### src/design/tx_path_defines.vh
`ifndef TX_PATH_DEFINES_VH
`define TX_PATH_DEFINES_VH
`define ADDR_TX_GAIN        8'h0A
`define ADDR_GAIN_SOURCE    8'h0B
`define ADDR_INTERP_CTRL    8'h0C
`define ADDR_OUTPUT_ROUTE   8'h0E
`define ADDR_MIRROR_PRI     8'h10
`define ADDR_MIRROR_SEC     8'h11
`define ADDR_OFFSET_CUR     8'h12
`define ADDR_PD_DELAY       8'h13
`define RST_MIRROR_PRI      8'h44
`define RST_MIRROR_SEC      8'h00
`define RST_ZERO            8'h00
`define RST_PD_DELAY        8'h30
`define INTERP_X4           2'h0
`define INTERP_X2           2'h1
`define INTERP_X1           2'h2
`define BIT_GAIN_EN         6
`define BIT_PORT_SEL        6
`define BIT_MIRROR_EN       7
`define BIT_AMP_OFF         0
`define DEF_PRI_GAIN        3'h4
`define DEF_SEC_G1          3'h4
`define DEF_SEC_G2          3'h4
`define DEF_SEC_G3          3'h2
`define HB1_TAPS            43
`define HB2_TAPS            11
`endif

### src/design/tx_interpolation_gain_path.v
`timescale 1ns/1ns
`include "tx_path_defines.vh"
module tx_interpolation_gain_path (
  input  wire        core_clk,
  input  wire        rst,
  input  wire        in_valid,
  input  wire [11:0] in_word,
  input  wire        tx_enable,
  input  wire        half_duplex,
  input  wire        half_duplex_pd_en,
  input  wire [5:0]  parallel_gain_port,
  input  wire        reg_wr,
  input  wire        reg_rd,
  input  wire [7:0]  reg_addr,
  input  wire [7:0]  reg_wdata,
  output reg  [7:0]  reg_rdata,
  output reg  [11:0] dac_word,
  output reg         dac_powered,
  output reg         current_output_amp_en,
  output reg  [2:0]  primary_gain,
  output reg  [2:0]  sec_stage1_gain,
  output reg  [2:0]  sec_stage2_gain,
  output reg  [2:0]  sec_stage3_gain,
  output reg  [2:0]  primary_offset_current,
  output reg  [2:0]  secondary_offset_current,
  output reg  [3:0]  dac_atten_code,
  output reg  [1:0]  amp_atten_code
);

  // Core clock is the DAC update clock; input words arrive on in_valid at input_word_rate.
  // Serial-port register images.
  reg [7:0]  tx_gain_q;
  reg [7:0]  gain_src_q;
  reg [7:0]  interp_q;
  reg [7:0]  route_q;
  reg [7:0]  mir_pri_q;
  reg [7:0]  mir_sec_q;
  reg [7:0]  off_q;
  reg [7:0]  pd_dly_q;
  // Parallel gain pins after the first and second synchroniser flop.
  reg [5:0]  pgp_s1_q;
  reg [5:0]  pgp_s2_q;
  // Half-duplex mode and power-down enable straps after each synchroniser flop.
  reg        hd_s1_q;
  reg        hd_s2_q;
  reg        hdpd_s1_q;
  reg        hdpd_s2_q;
  reg [11:0] hb1_line [0:`HB1_TAPS-1];
  reg [11:0] hb2_line [0:`HB2_TAPS-1];
  reg [11:0] hb1_out_q;
  reg [11:0] hb2_out_q;
  reg        hb1_phase_q;
  reg        hb2_phase_q;
  reg        hb1_vld_q;
  // Cycles left before a half-duplex power-down may take effect.
  reg [7:0]  drain_q;
  // Loop index for the filter lines.
  integer    i;

  // Symmetric half-band sum: centre tap at half weight plus two outer pairs.
  function [11:0] hb_mix;
    input [11:0] a;
    input [11:0] b;
    input [11:0] c;
    input [11:0] d;
    input [11:0] e;
    reg   [14:0] s;
    begin
      s = {{3{a[11]}}, a} * 15'sd4 + {{3{b[11]}}, b} * 15'd5 + {{3{c[11]}}, c} * 15'd5
        - {{3{d[11]}}, d} - {{3{e[11]}}, e};
      hb_mix = s[14:3];
    end
  endfunction

  // Write strobe for one register address; shared by every register process.
  function wr_hit;
    input       wr;
    input [7:0] addr;
    input [7:0] target;
    begin
      wr_hit = wr && (addr == target);
    end
  endfunction

  // Pair of parallel-port synchroniser flops; the pins are outside this clock.
  always @(posedge core_clk or posedge rst) begin
    if (rst) begin
      pgp_s1_q <= 6'h00;
      pgp_s2_q <= 6'h00;
    end else begin
      pgp_s1_q <= parallel_gain_port;
      pgp_s2_q <= pgp_s1_q;
    end
  end

  // Mode straps come from pins outside this clock, so they pass two flops.
  // Both reset low, which keeps the DAC powered until the straps have settled.
  always @(posedge core_clk or posedge rst) begin
    if (rst) begin
      hd_s1_q   <= 1'b0;
      hd_s2_q   <= 1'b0;
      hdpd_s1_q <= 1'b0;
      hdpd_s2_q <= 1'b0;
    end else begin
      hd_s1_q   <= half_duplex;
      hd_s2_q   <= hd_s1_q;
      hdpd_s1_q <= half_duplex_pd_en;
      hdpd_s2_q <= hdpd_s1_q;
    end
  end

  // Transmit gain; the parallel port wins while selected, so serial writes are refused then.
  // The port reloads every clock, which is why a serial write could never stick in that mode.
  always @(posedge core_clk or posedge rst) begin
    if (rst) begin
      tx_gain_q <= `RST_ZERO;
    end else if (gain_src_q[`BIT_PORT_SEL]) begin
      tx_gain_q <= {tx_gain_q[7:6], pgp_s2_q};
    end else if (wr_hit(reg_wr, reg_addr, `ADDR_TX_GAIN) && reg_wdata[`BIT_GAIN_EN]) begin
      tx_gain_q <= {2'h0, reg_wdata[5:0]};
    end
  end

  // Gain source select; bit 6 hands the gain register to the parallel pins.
  // Switching sources mid-burst may load one transitional code from the pins.
  always @(posedge core_clk or posedge rst) begin
    if (rst) begin
      gain_src_q <= `RST_ZERO;
    end else if (wr_hit(reg_wr, reg_addr, `ADDR_GAIN_SOURCE)) begin
      gain_src_q <= reg_wdata;
    end
  end

  // Interpolation control; the factor code sits in the top two bits.
  // The reserved code is stored as written and silences the output instead.
  always @(posedge core_clk or posedge rst) begin
    if (rst) begin
      interp_q <= `RST_ZERO;
    end else if (wr_hit(reg_wr, reg_addr, `ADDR_INTERP_CTRL)) begin
      interp_q <= reg_wdata;
    end
  end

  // Output route; bit 0 takes the amplifier out of the path.
  // The DAC output itself is never gated by this register.
  always @(posedge core_clk or posedge rst) begin
    if (rst) begin
      route_q <= `RST_ZERO;
    end else if (wr_hit(reg_wr, reg_addr, `ADDR_OUTPUT_ROUTE)) begin
      route_q <= reg_wdata;
    end
  end

  // Primary mirror register, which also carries the gain enable bit.
  // Its reset value is the one the composite gain mapping relies on.
  always @(posedge core_clk or posedge rst) begin
    if (rst) begin
      mir_pri_q <= `RST_MIRROR_PRI;
    end else if (wr_hit(reg_wr, reg_addr, `ADDR_MIRROR_PRI)) begin
      mir_pri_q <= reg_wdata;
    end
  end

  // Secondary mirror register for the second and third stages.
  always @(posedge core_clk or posedge rst) begin
    if (rst) begin
      mir_sec_q <= `RST_MIRROR_SEC;
    end else if (wr_hit(reg_wr, reg_addr, `ADDR_MIRROR_SEC)) begin
      mir_sec_q <= reg_wdata;
    end
  end

  // Offset current register; both sources are off after reset.
  always @(posedge core_clk or posedge rst) begin
    if (rst) begin
      off_q <= `RST_ZERO;
    end else if (wr_hit(reg_wr, reg_addr, `ADDR_OFFSET_CUR)) begin
      off_q <= reg_wdata;
    end
  end

  // Power-down delay in update clocks.
  // Too small a value cuts the tail of a burst that is still in the filters.
  always @(posedge core_clk or posedge rst) begin
    if (rst) begin
      pd_dly_q <= `RST_PD_DELAY;
    end else if (wr_hit(reg_wr, reg_addr, `ADDR_PD_DELAY)) begin
      pd_dly_q <= reg_wdata;
    end
  end

  // Read mux; gain readback needs the enable bit, unmapped addresses read zero.
  always @(posedge core_clk or posedge rst) begin
    if (rst) begin
      reg_rdata <= 8'h00;
    end else if (reg_rd) begin
      // Gain readback answers only when the read itself carries bit 6.
      case (reg_addr)
        `ADDR_TX_GAIN:      reg_rdata <= reg_wdata[`BIT_GAIN_EN] ? {2'h0, tx_gain_q[5:0]} : 8'h00;
        `ADDR_GAIN_SOURCE:  reg_rdata <= gain_src_q;
        `ADDR_INTERP_CTRL:  reg_rdata <= interp_q;
        `ADDR_OUTPUT_ROUTE: reg_rdata <= route_q;
        `ADDR_MIRROR_PRI:   reg_rdata <= mir_pri_q;
        `ADDR_MIRROR_SEC:   reg_rdata <= mir_sec_q;
        `ADDR_OFFSET_CUR:   reg_rdata <= off_q;
        `ADDR_PD_DELAY:     reg_rdata <= pd_dly_q;
        default:            reg_rdata <= 8'h00;
      endcase
    end
  end

  // Mirror gains; defaults stay in force until the enable bit is set.
  // Clearing the enable bit later brings the defaults back without a rewrite.
  always @(posedge core_clk or posedge rst) begin
    if (rst) begin
      primary_gain    <= `DEF_PRI_GAIN;
      sec_stage1_gain <= `DEF_SEC_G1;
      sec_stage2_gain <= `DEF_SEC_G2;
      sec_stage3_gain <= `DEF_SEC_G3;
    end else if (mir_pri_q[`BIT_MIRROR_EN]) begin
      primary_gain    <= mir_pri_q[2:0];
      sec_stage1_gain <= mir_pri_q[6:4];
      sec_stage2_gain <= mir_sec_q[6:4];
      sec_stage3_gain <= mir_sec_q[2:0];
    end else begin
      primary_gain    <= `DEF_PRI_GAIN;
      sec_stage1_gain <= `DEF_SEC_G1;
      sec_stage2_gain <= `DEF_SEC_G2;
      sec_stage3_gain <= `DEF_SEC_G3;
    end
  end

  // Standing-current offsets; a zero code leaves that source off.
  // Most bursts want them off, since they only add amplifier current.
  always @(posedge core_clk or posedge rst) begin
    if (rst) begin
      primary_offset_current   <= 3'h0;
      secondary_offset_current <= 3'h0;
    end else begin
      primary_offset_current   <= off_q[2:0];
      secondary_offset_current <= off_q[6:4];
    end
  end

  // Amplifier enable follows the route bit and drops with DAC power-down.
  // The DAC pins stay driven either way; only the amplifier copy is gated.
  always @(posedge core_clk or posedge rst) begin
    if (rst) begin
      current_output_amp_en <= 1'b1;
    end else begin
      current_output_amp_en <= ~route_q[`BIT_AMP_OFF] & dac_powered;
    end
  end

  // DAC fine attenuation: the low four gain bits in 0.5 dB steps.
  // These bits are all that matters when the amplifier is out of the path.
  always @(posedge core_clk or posedge rst) begin
    if (rst) begin
      dac_atten_code <= 4'h0;
    end else begin
      dac_atten_code <= tx_gain_q[3:0];
    end
  end

  // Amplifier coarse attenuation: the upper two gain bits in 6 dB steps.
  // Forced to zero with the amplifier off, so only four bits stay in use.
  always @(posedge core_clk or posedge rst) begin
    if (rst) begin
      amp_atten_code <= 2'h0;
    end else begin
      amp_atten_code <= route_q[`BIT_AMP_OFF] ? 2'h0 : tx_gain_q[5:4];
    end
  end

  // First stage: 43-tap line shifted at the input word rate, emitting two phases per word.
  always @(posedge core_clk or posedge rst) begin
    if (rst) begin
      for (i = 0; i < `HB1_TAPS; i = i + 1)
        hb1_line[i] <= 12'h000;
      hb1_out_q   <= 12'h000;
      hb1_phase_q <= 1'b0;
      hb1_vld_q   <= 1'b0;
    end else begin
      // Valid drops unless a phase is emitted on this clock.
      hb1_vld_q <= 1'b0;
      // A new word shifts the line and emits the even phase; the odd phase follows.
      if (in_valid) begin
        hb1_line[0] <= in_word;
        for (i = 1; i < `HB1_TAPS; i = i + 1)
          hb1_line[i] <= hb1_line[i-1];
        hb1_out_q   <= hb1_line[21];
        hb1_phase_q <= 1'b0;
        hb1_vld_q   <= 1'b1;
      end else if (!hb1_phase_q) begin
        hb1_out_q   <= hb_mix(hb1_line[20], hb1_line[20], hb1_line[21], hb1_line[19], hb1_line[22]);
        hb1_phase_q <= 1'b1;
        hb1_vld_q   <= 1'b1;
      end
    end
  end

  // Second stage: 11-tap line at twice the word rate, interpolating every update clock.
  always @(posedge core_clk or posedge rst) begin
    if (rst) begin
      for (i = 0; i < `HB2_TAPS; i = i + 1)
        hb2_line[i] <= 12'h000;
      hb2_out_q   <= 12'h000;
      hb2_phase_q <= 1'b0;
    end else begin
      // Each first-stage sample shifts the line; the clocks between emit the midpoint.
      if (hb1_vld_q) begin
        hb2_line[0] <= hb1_out_q;
        for (i = 1; i < `HB2_TAPS; i = i + 1)
          hb2_line[i] <= hb2_line[i-1];
        hb2_out_q   <= hb2_line[5];
        hb2_phase_q <= 1'b0;
      end else begin
        hb2_out_q   <= hb_mix(hb2_line[4], hb2_line[4], hb2_line[5], hb2_line[3], hb2_line[6]);
        hb2_phase_q <= ~hb2_phase_q;
      end
    end
  end

  // Output select by factor; the DAC takes one sample on every update clock.
  // Bypass is honoured only in half-duplex, where no filter latency is needed.
  always @(posedge core_clk or posedge rst) begin
    if (rst) begin
      dac_word <= 12'h000;
    end else begin
      case (interp_q[7:6])
        `INTERP_X4: dac_word <= hb2_out_q;
        `INTERP_X2: dac_word <= hb1_out_q;
        `INTERP_X1: dac_word <= (in_valid && hd_s2_q) ? in_word : dac_word;
        default:    dac_word <= 12'h000;
      endcase
    end
  end

  // Drain counter that delays half-duplex power-down past the filter pipeline.
  // The count reloads whenever a burst is active, so a short gap never cuts power.
  always @(posedge core_clk or posedge rst) begin
    if (rst) begin
      dac_powered <= 1'b1;
      drain_q     <= 8'h00;
    end else if (!hd_s2_q || !hdpd_s2_q || tx_enable) begin
      drain_q     <= pd_dly_q;
      dac_powered <= 1'b1;
    end else if (drain_q != 8'h00) begin
      drain_q <= drain_q - 8'h01;
    end else begin
      dac_powered <= 1'b0;
    end
  end

endmodule

### config.mk
export PLATFORM = sky130hd
export DESIGN_NAME = tx_interpolation_gain_path
export DESIGN_NICKNAME = d
export VERILOG_FILES = /design/src/design/tx_interpolation_gain_path.v
export VERILOG_INCLUDE_DIRS = /design/src /design/src/design
export SDC_FILE = /design/constraint.sdc
export NUM_CORES = 1
export LEC_CHECK = 0
export BUFFER_PORTS_ARGS = -buffer_cell sky130_fd_sc_hd__buf_2
export CAP_MARGIN = 20
export CELL_PAD_IN_SITES_DETAIL_PLACEMENT = 0
export CELL_PAD_IN_SITES_GLOBAL_PLACEMENT = 1
export CORE_MARGIN = 2
export CORE_UTILIZATION = 40
export DETAILED_ROUTE_END_ITERATION = 12
export HOLD_SLACK_MARGIN = 0.06
export PLACE_DENSITY_LB_ADDON = 0.12
export REMOVE_ABC_BUFFERS = 1
export SYNTH_ARGS = -nofsm -noshare
export SYNTH_HDL_FRONTEND = slang
export SYNTH_SLANG_ARGS = --single-unit
### constraint.sdc
create_clock -name core_clk -period 20 [get_ports core_clk]
set_clock_uncertainty 0.05 [all_clocks]
set_input_delay 1 -clock core_clk [delete_from_list [all_inputs] [get_ports core_clk]]
set_output_delay 1 -clock core_clk [all_outputs]
set_load 0.02 [all_outputs]
==> reports/metrics.csv <==
metric,value,unit
pre-CTS setup slack,15.31,ns
Max-Cap Viols,0,
Die Footprint,63000,µm²
vias in the first global route,14362,
Initial Utilization,0.404,
DR vias/cell,4.94,
Mean Syn Cell Area,13.5,µm²
CP max stage delay,0.50,ns
CTS Buffer Depth,3,
setup TNS,0,ns
routability congestion estimate,0.760,
Synth area leader,dfrtp_1,
RSZ-0062 raised after global routing,no,
CP arrival,4.99,ns
"Slew Viols, Final",0,
Core Rows,90,
"Hold Violations, Final",0,
Mapped Cells,1802,
largest net degree at the start of global routing,101,
fillcell total,5532,
global route overflow,0,
yosys warns,0,
share of post-route cells with drive strength above 1,0.307,
Post-CTS Setup Inserts,0,
Final setup viols,0,
"Net count, final",2132,
IO Port Bufs,87,
Clock transition at path regs,0.06,ns
relative slew slack,0.303,
CTS root buffer,clkbuf_16,
first-pass GRT wire length,77300,µm
Area Overhead vs Synth,13.4,%
crit start category,flip-flop,
min Tclk post-route,4.57,ns
Clock Latency Late Sink,0.60,ns
"Core Util, Final",0.458,
"Primary FF master, synth",dfrtp_1,
initial antenna violation count,0,
Fmax,0.219,GHz
"Distinct cells, synth",55,
Routed WL,46000,µm
crit path capture type,flip-flop,
hold buffer count at CTS,0,
met2 Use GR,0.246,
Clock Sinks,518,
worst-path cell chain,inv_1 > fa_1 > inv_1 > fa_1 > fa_1 > ha_1 > nand4b_1 > inv_1 > fa_1 > a211oi_1 > o21ai_0 > a221oi_1 > xnor2_1 > o211ai_1 > o21a_1,
Worst Setup Path Type,reg -> reg,
launch point of the worst path,hb1_line[264],
top-level I/O count,88,
detailed-router iteration count before antenna repair,4,
number of cells on the worst reg-to-reg path,15,
CTS tree,done,
Worst Path Required,20.42,ns
Post-Synthesis Cell Area,24400,µm²
Die Ht,251,µm
worst-margin pin slew,1.05,ns
met1 Usage GRT,0.213,
Final Cycle Share,0.228,
worst min path class,reg -> reg,
wire per inst,16.9,µm
post-synth top area share,0.521,
top-count cell post-synth,dfrtp_1,
htree depth,2,
n_diodes,0,
reg2reg setup slack,15.43,ns
DRT antenna net count,0,
top post-synthesis cells by area,"dfrtp_1 52%, mux2_2 17%, fa_1 9.8%",
final setup margin,15.43,ns
status,finished clean,
ranking of synthesized cells by instance count,"508 x dfrtp_1, 371 x mux2_2, 207 x inv_1, 120 x fa_1, 97 x nand2_1",
Post-synth EDFFs,0,
cts bufs inserted,56,
"Async S/R FF share, synth",1.00,
crit-path max FO,4,
total core area,60400,µm²
r2r startpoint,hb1_line[264],
Synth Register Bits,518,
Critical Path Most Common Cell,fa_1,
Total GRT Usage,0.152,
post-cts resize count,0,
dpl hpwl,31400,µm
DRC viols,0,
slowest cell on the critical path,fa_1,
Reg2Reg Capture Point,hb1_out_q[11],
Die W,251,µm
Top Usage Layer GRT,met2,
vias,13447,
CP endpoint,hb1_out_q[11],
grt met3 use,0.0274,
drt first-iter violations,729,
register area share after synthesis,0.532,
## stage by stage
step	instance area, µm²	hold WS (ns)	std cells
6_report	27700	0.300	2721
5_1_grt	27700	0.307	2721
4_1_cts	27600	0.299	2720
3_5_place_dp	25700	0.286	2615
3_3_place_gp	25700	0.284	2614
2_1_floorplan	24100	0.281	1733
## critical path, delay by kind of cell, from the launching register on
family | cells | cell delay, ns
and+or+nand+nor | 1 | 0.16
buffers and inverters | 3 | 0.22
adders and majority gates | 5 | 2.17
AOI/OAI and AO/OA | 5 | 1.29
DFF | 1 | 0.40
xor gates and xnor gates | 1 | 0.16
## kinds of logic after synthesis
logic type / share of synthesized area
xor gates and xnor gates: 0.0140
adders and majority gates: 0.138
muxes: 0.190
DFF: 0.532
AOI/OAI and AO/OA: 0.0478
buffers and inverters: 0.0429
and+or+nand+nor: 0.0356
## how the worst min path moves through the flow
stage	from	cells past startpoint	slack [ns]	end
global placement	hdpd_s1_q	0	0.28	hdpd_s2_q
floorplan	hd_s1_q	0	0.28	hd_s2_q
CTS	pgp_s1_q[0]	0	0.30	pgp_s2_q[0]
finish	pgp_s1_q[0]	0	0.30	pgp_s2_q[0]
global route	pgp_s1_q[0]	0	0.31	pgp_s2_q[0]
detailed placement	pgp_s1_q[5]	0	0.29	pgp_s2_q[5]
## layer usage
metal / up-vias / routed length (µm)
li1: 6275 / -
met1: 6940 / 21700
met2: 175 / 21600
met3: 57 / 1770
met4: 0 / 887
met5: - / 0
## state kept, by name, indices dropped and copies added, names as in the netlist, 3 cells and up
name,count
mir_pri_q,8
dac_word,12
primary_offset_current,3
interp_q,8
hb2_out_q,12
sec_stage3_gain,3
pd_dly_q,8
gain_src_q,8
mir_sec_q,8
hb1_line,276
pgp_s1_q,6
reg_rdata,8
secondary_offset_current,3
hb1_out_q,12
pgp_s2_q,6
sec_stage1_gain,3
dac_atten_code,4
sec_stage2_gain,3
primary_gain,3
off_q,8
route_q,8
drain_q,8
hb2_line,84
tx_gain_q,6
## cell usage in the layout, fill, tap and decap left out, types with 7 or more instances in the layout
| master | instances |
|---|---|
| xnor2_1 | 24 |
| clkbuf_16 | 57 |
| clkbuf_1 | 9 |
| o22ai_1 | 9 |
| a21oi_1 | 18 |
| mux2i_1 | 27 |
| nor2_1 | 16 |
| o21ai_0 | 94 |
| dfrtp_1 | 507 |
| and2_1 | 9 |
| a21o_1 | 10 |
| o21ai_1 | 8 |
| nand2_1 | 97 |
| clkinv_2 | 13 |
| fa_1 | 120 |
| inv_1 | 206 |
| buf_4 | 13 |
| dfstp_2 | 10 |
| xor2_1 | 15 |
| nor2b_1 | 7 |
| a22o_1 | 14 |
| ha_1 | 78 |
| clkbuf_8 | 16 |
| mux4_2 | 8 |
| mux2_2 | 371 |
| o21a_1 | 7 |
| buf_2 | 86 |
| a221oi_1 | 11 |
## final cells by class
class / count / area (µm²) / share of cell area
clock buffer: 82 / 1680 / 0.0607
inverter: 207 / 785 / 0.0284
clock inverter: 23 / 290 / 0.0105
sequential: 518 / 13000 / 0.469
tap: 782 / 978 / 0.0354
timing repair buffer: 101 / 571 / 0.0206
multi-input combinational: 1008 / 10400 / 0.375
Power is not shown: default switching activity piles up to over one toggle a cycle in this logic, so the estimate is an artifact.
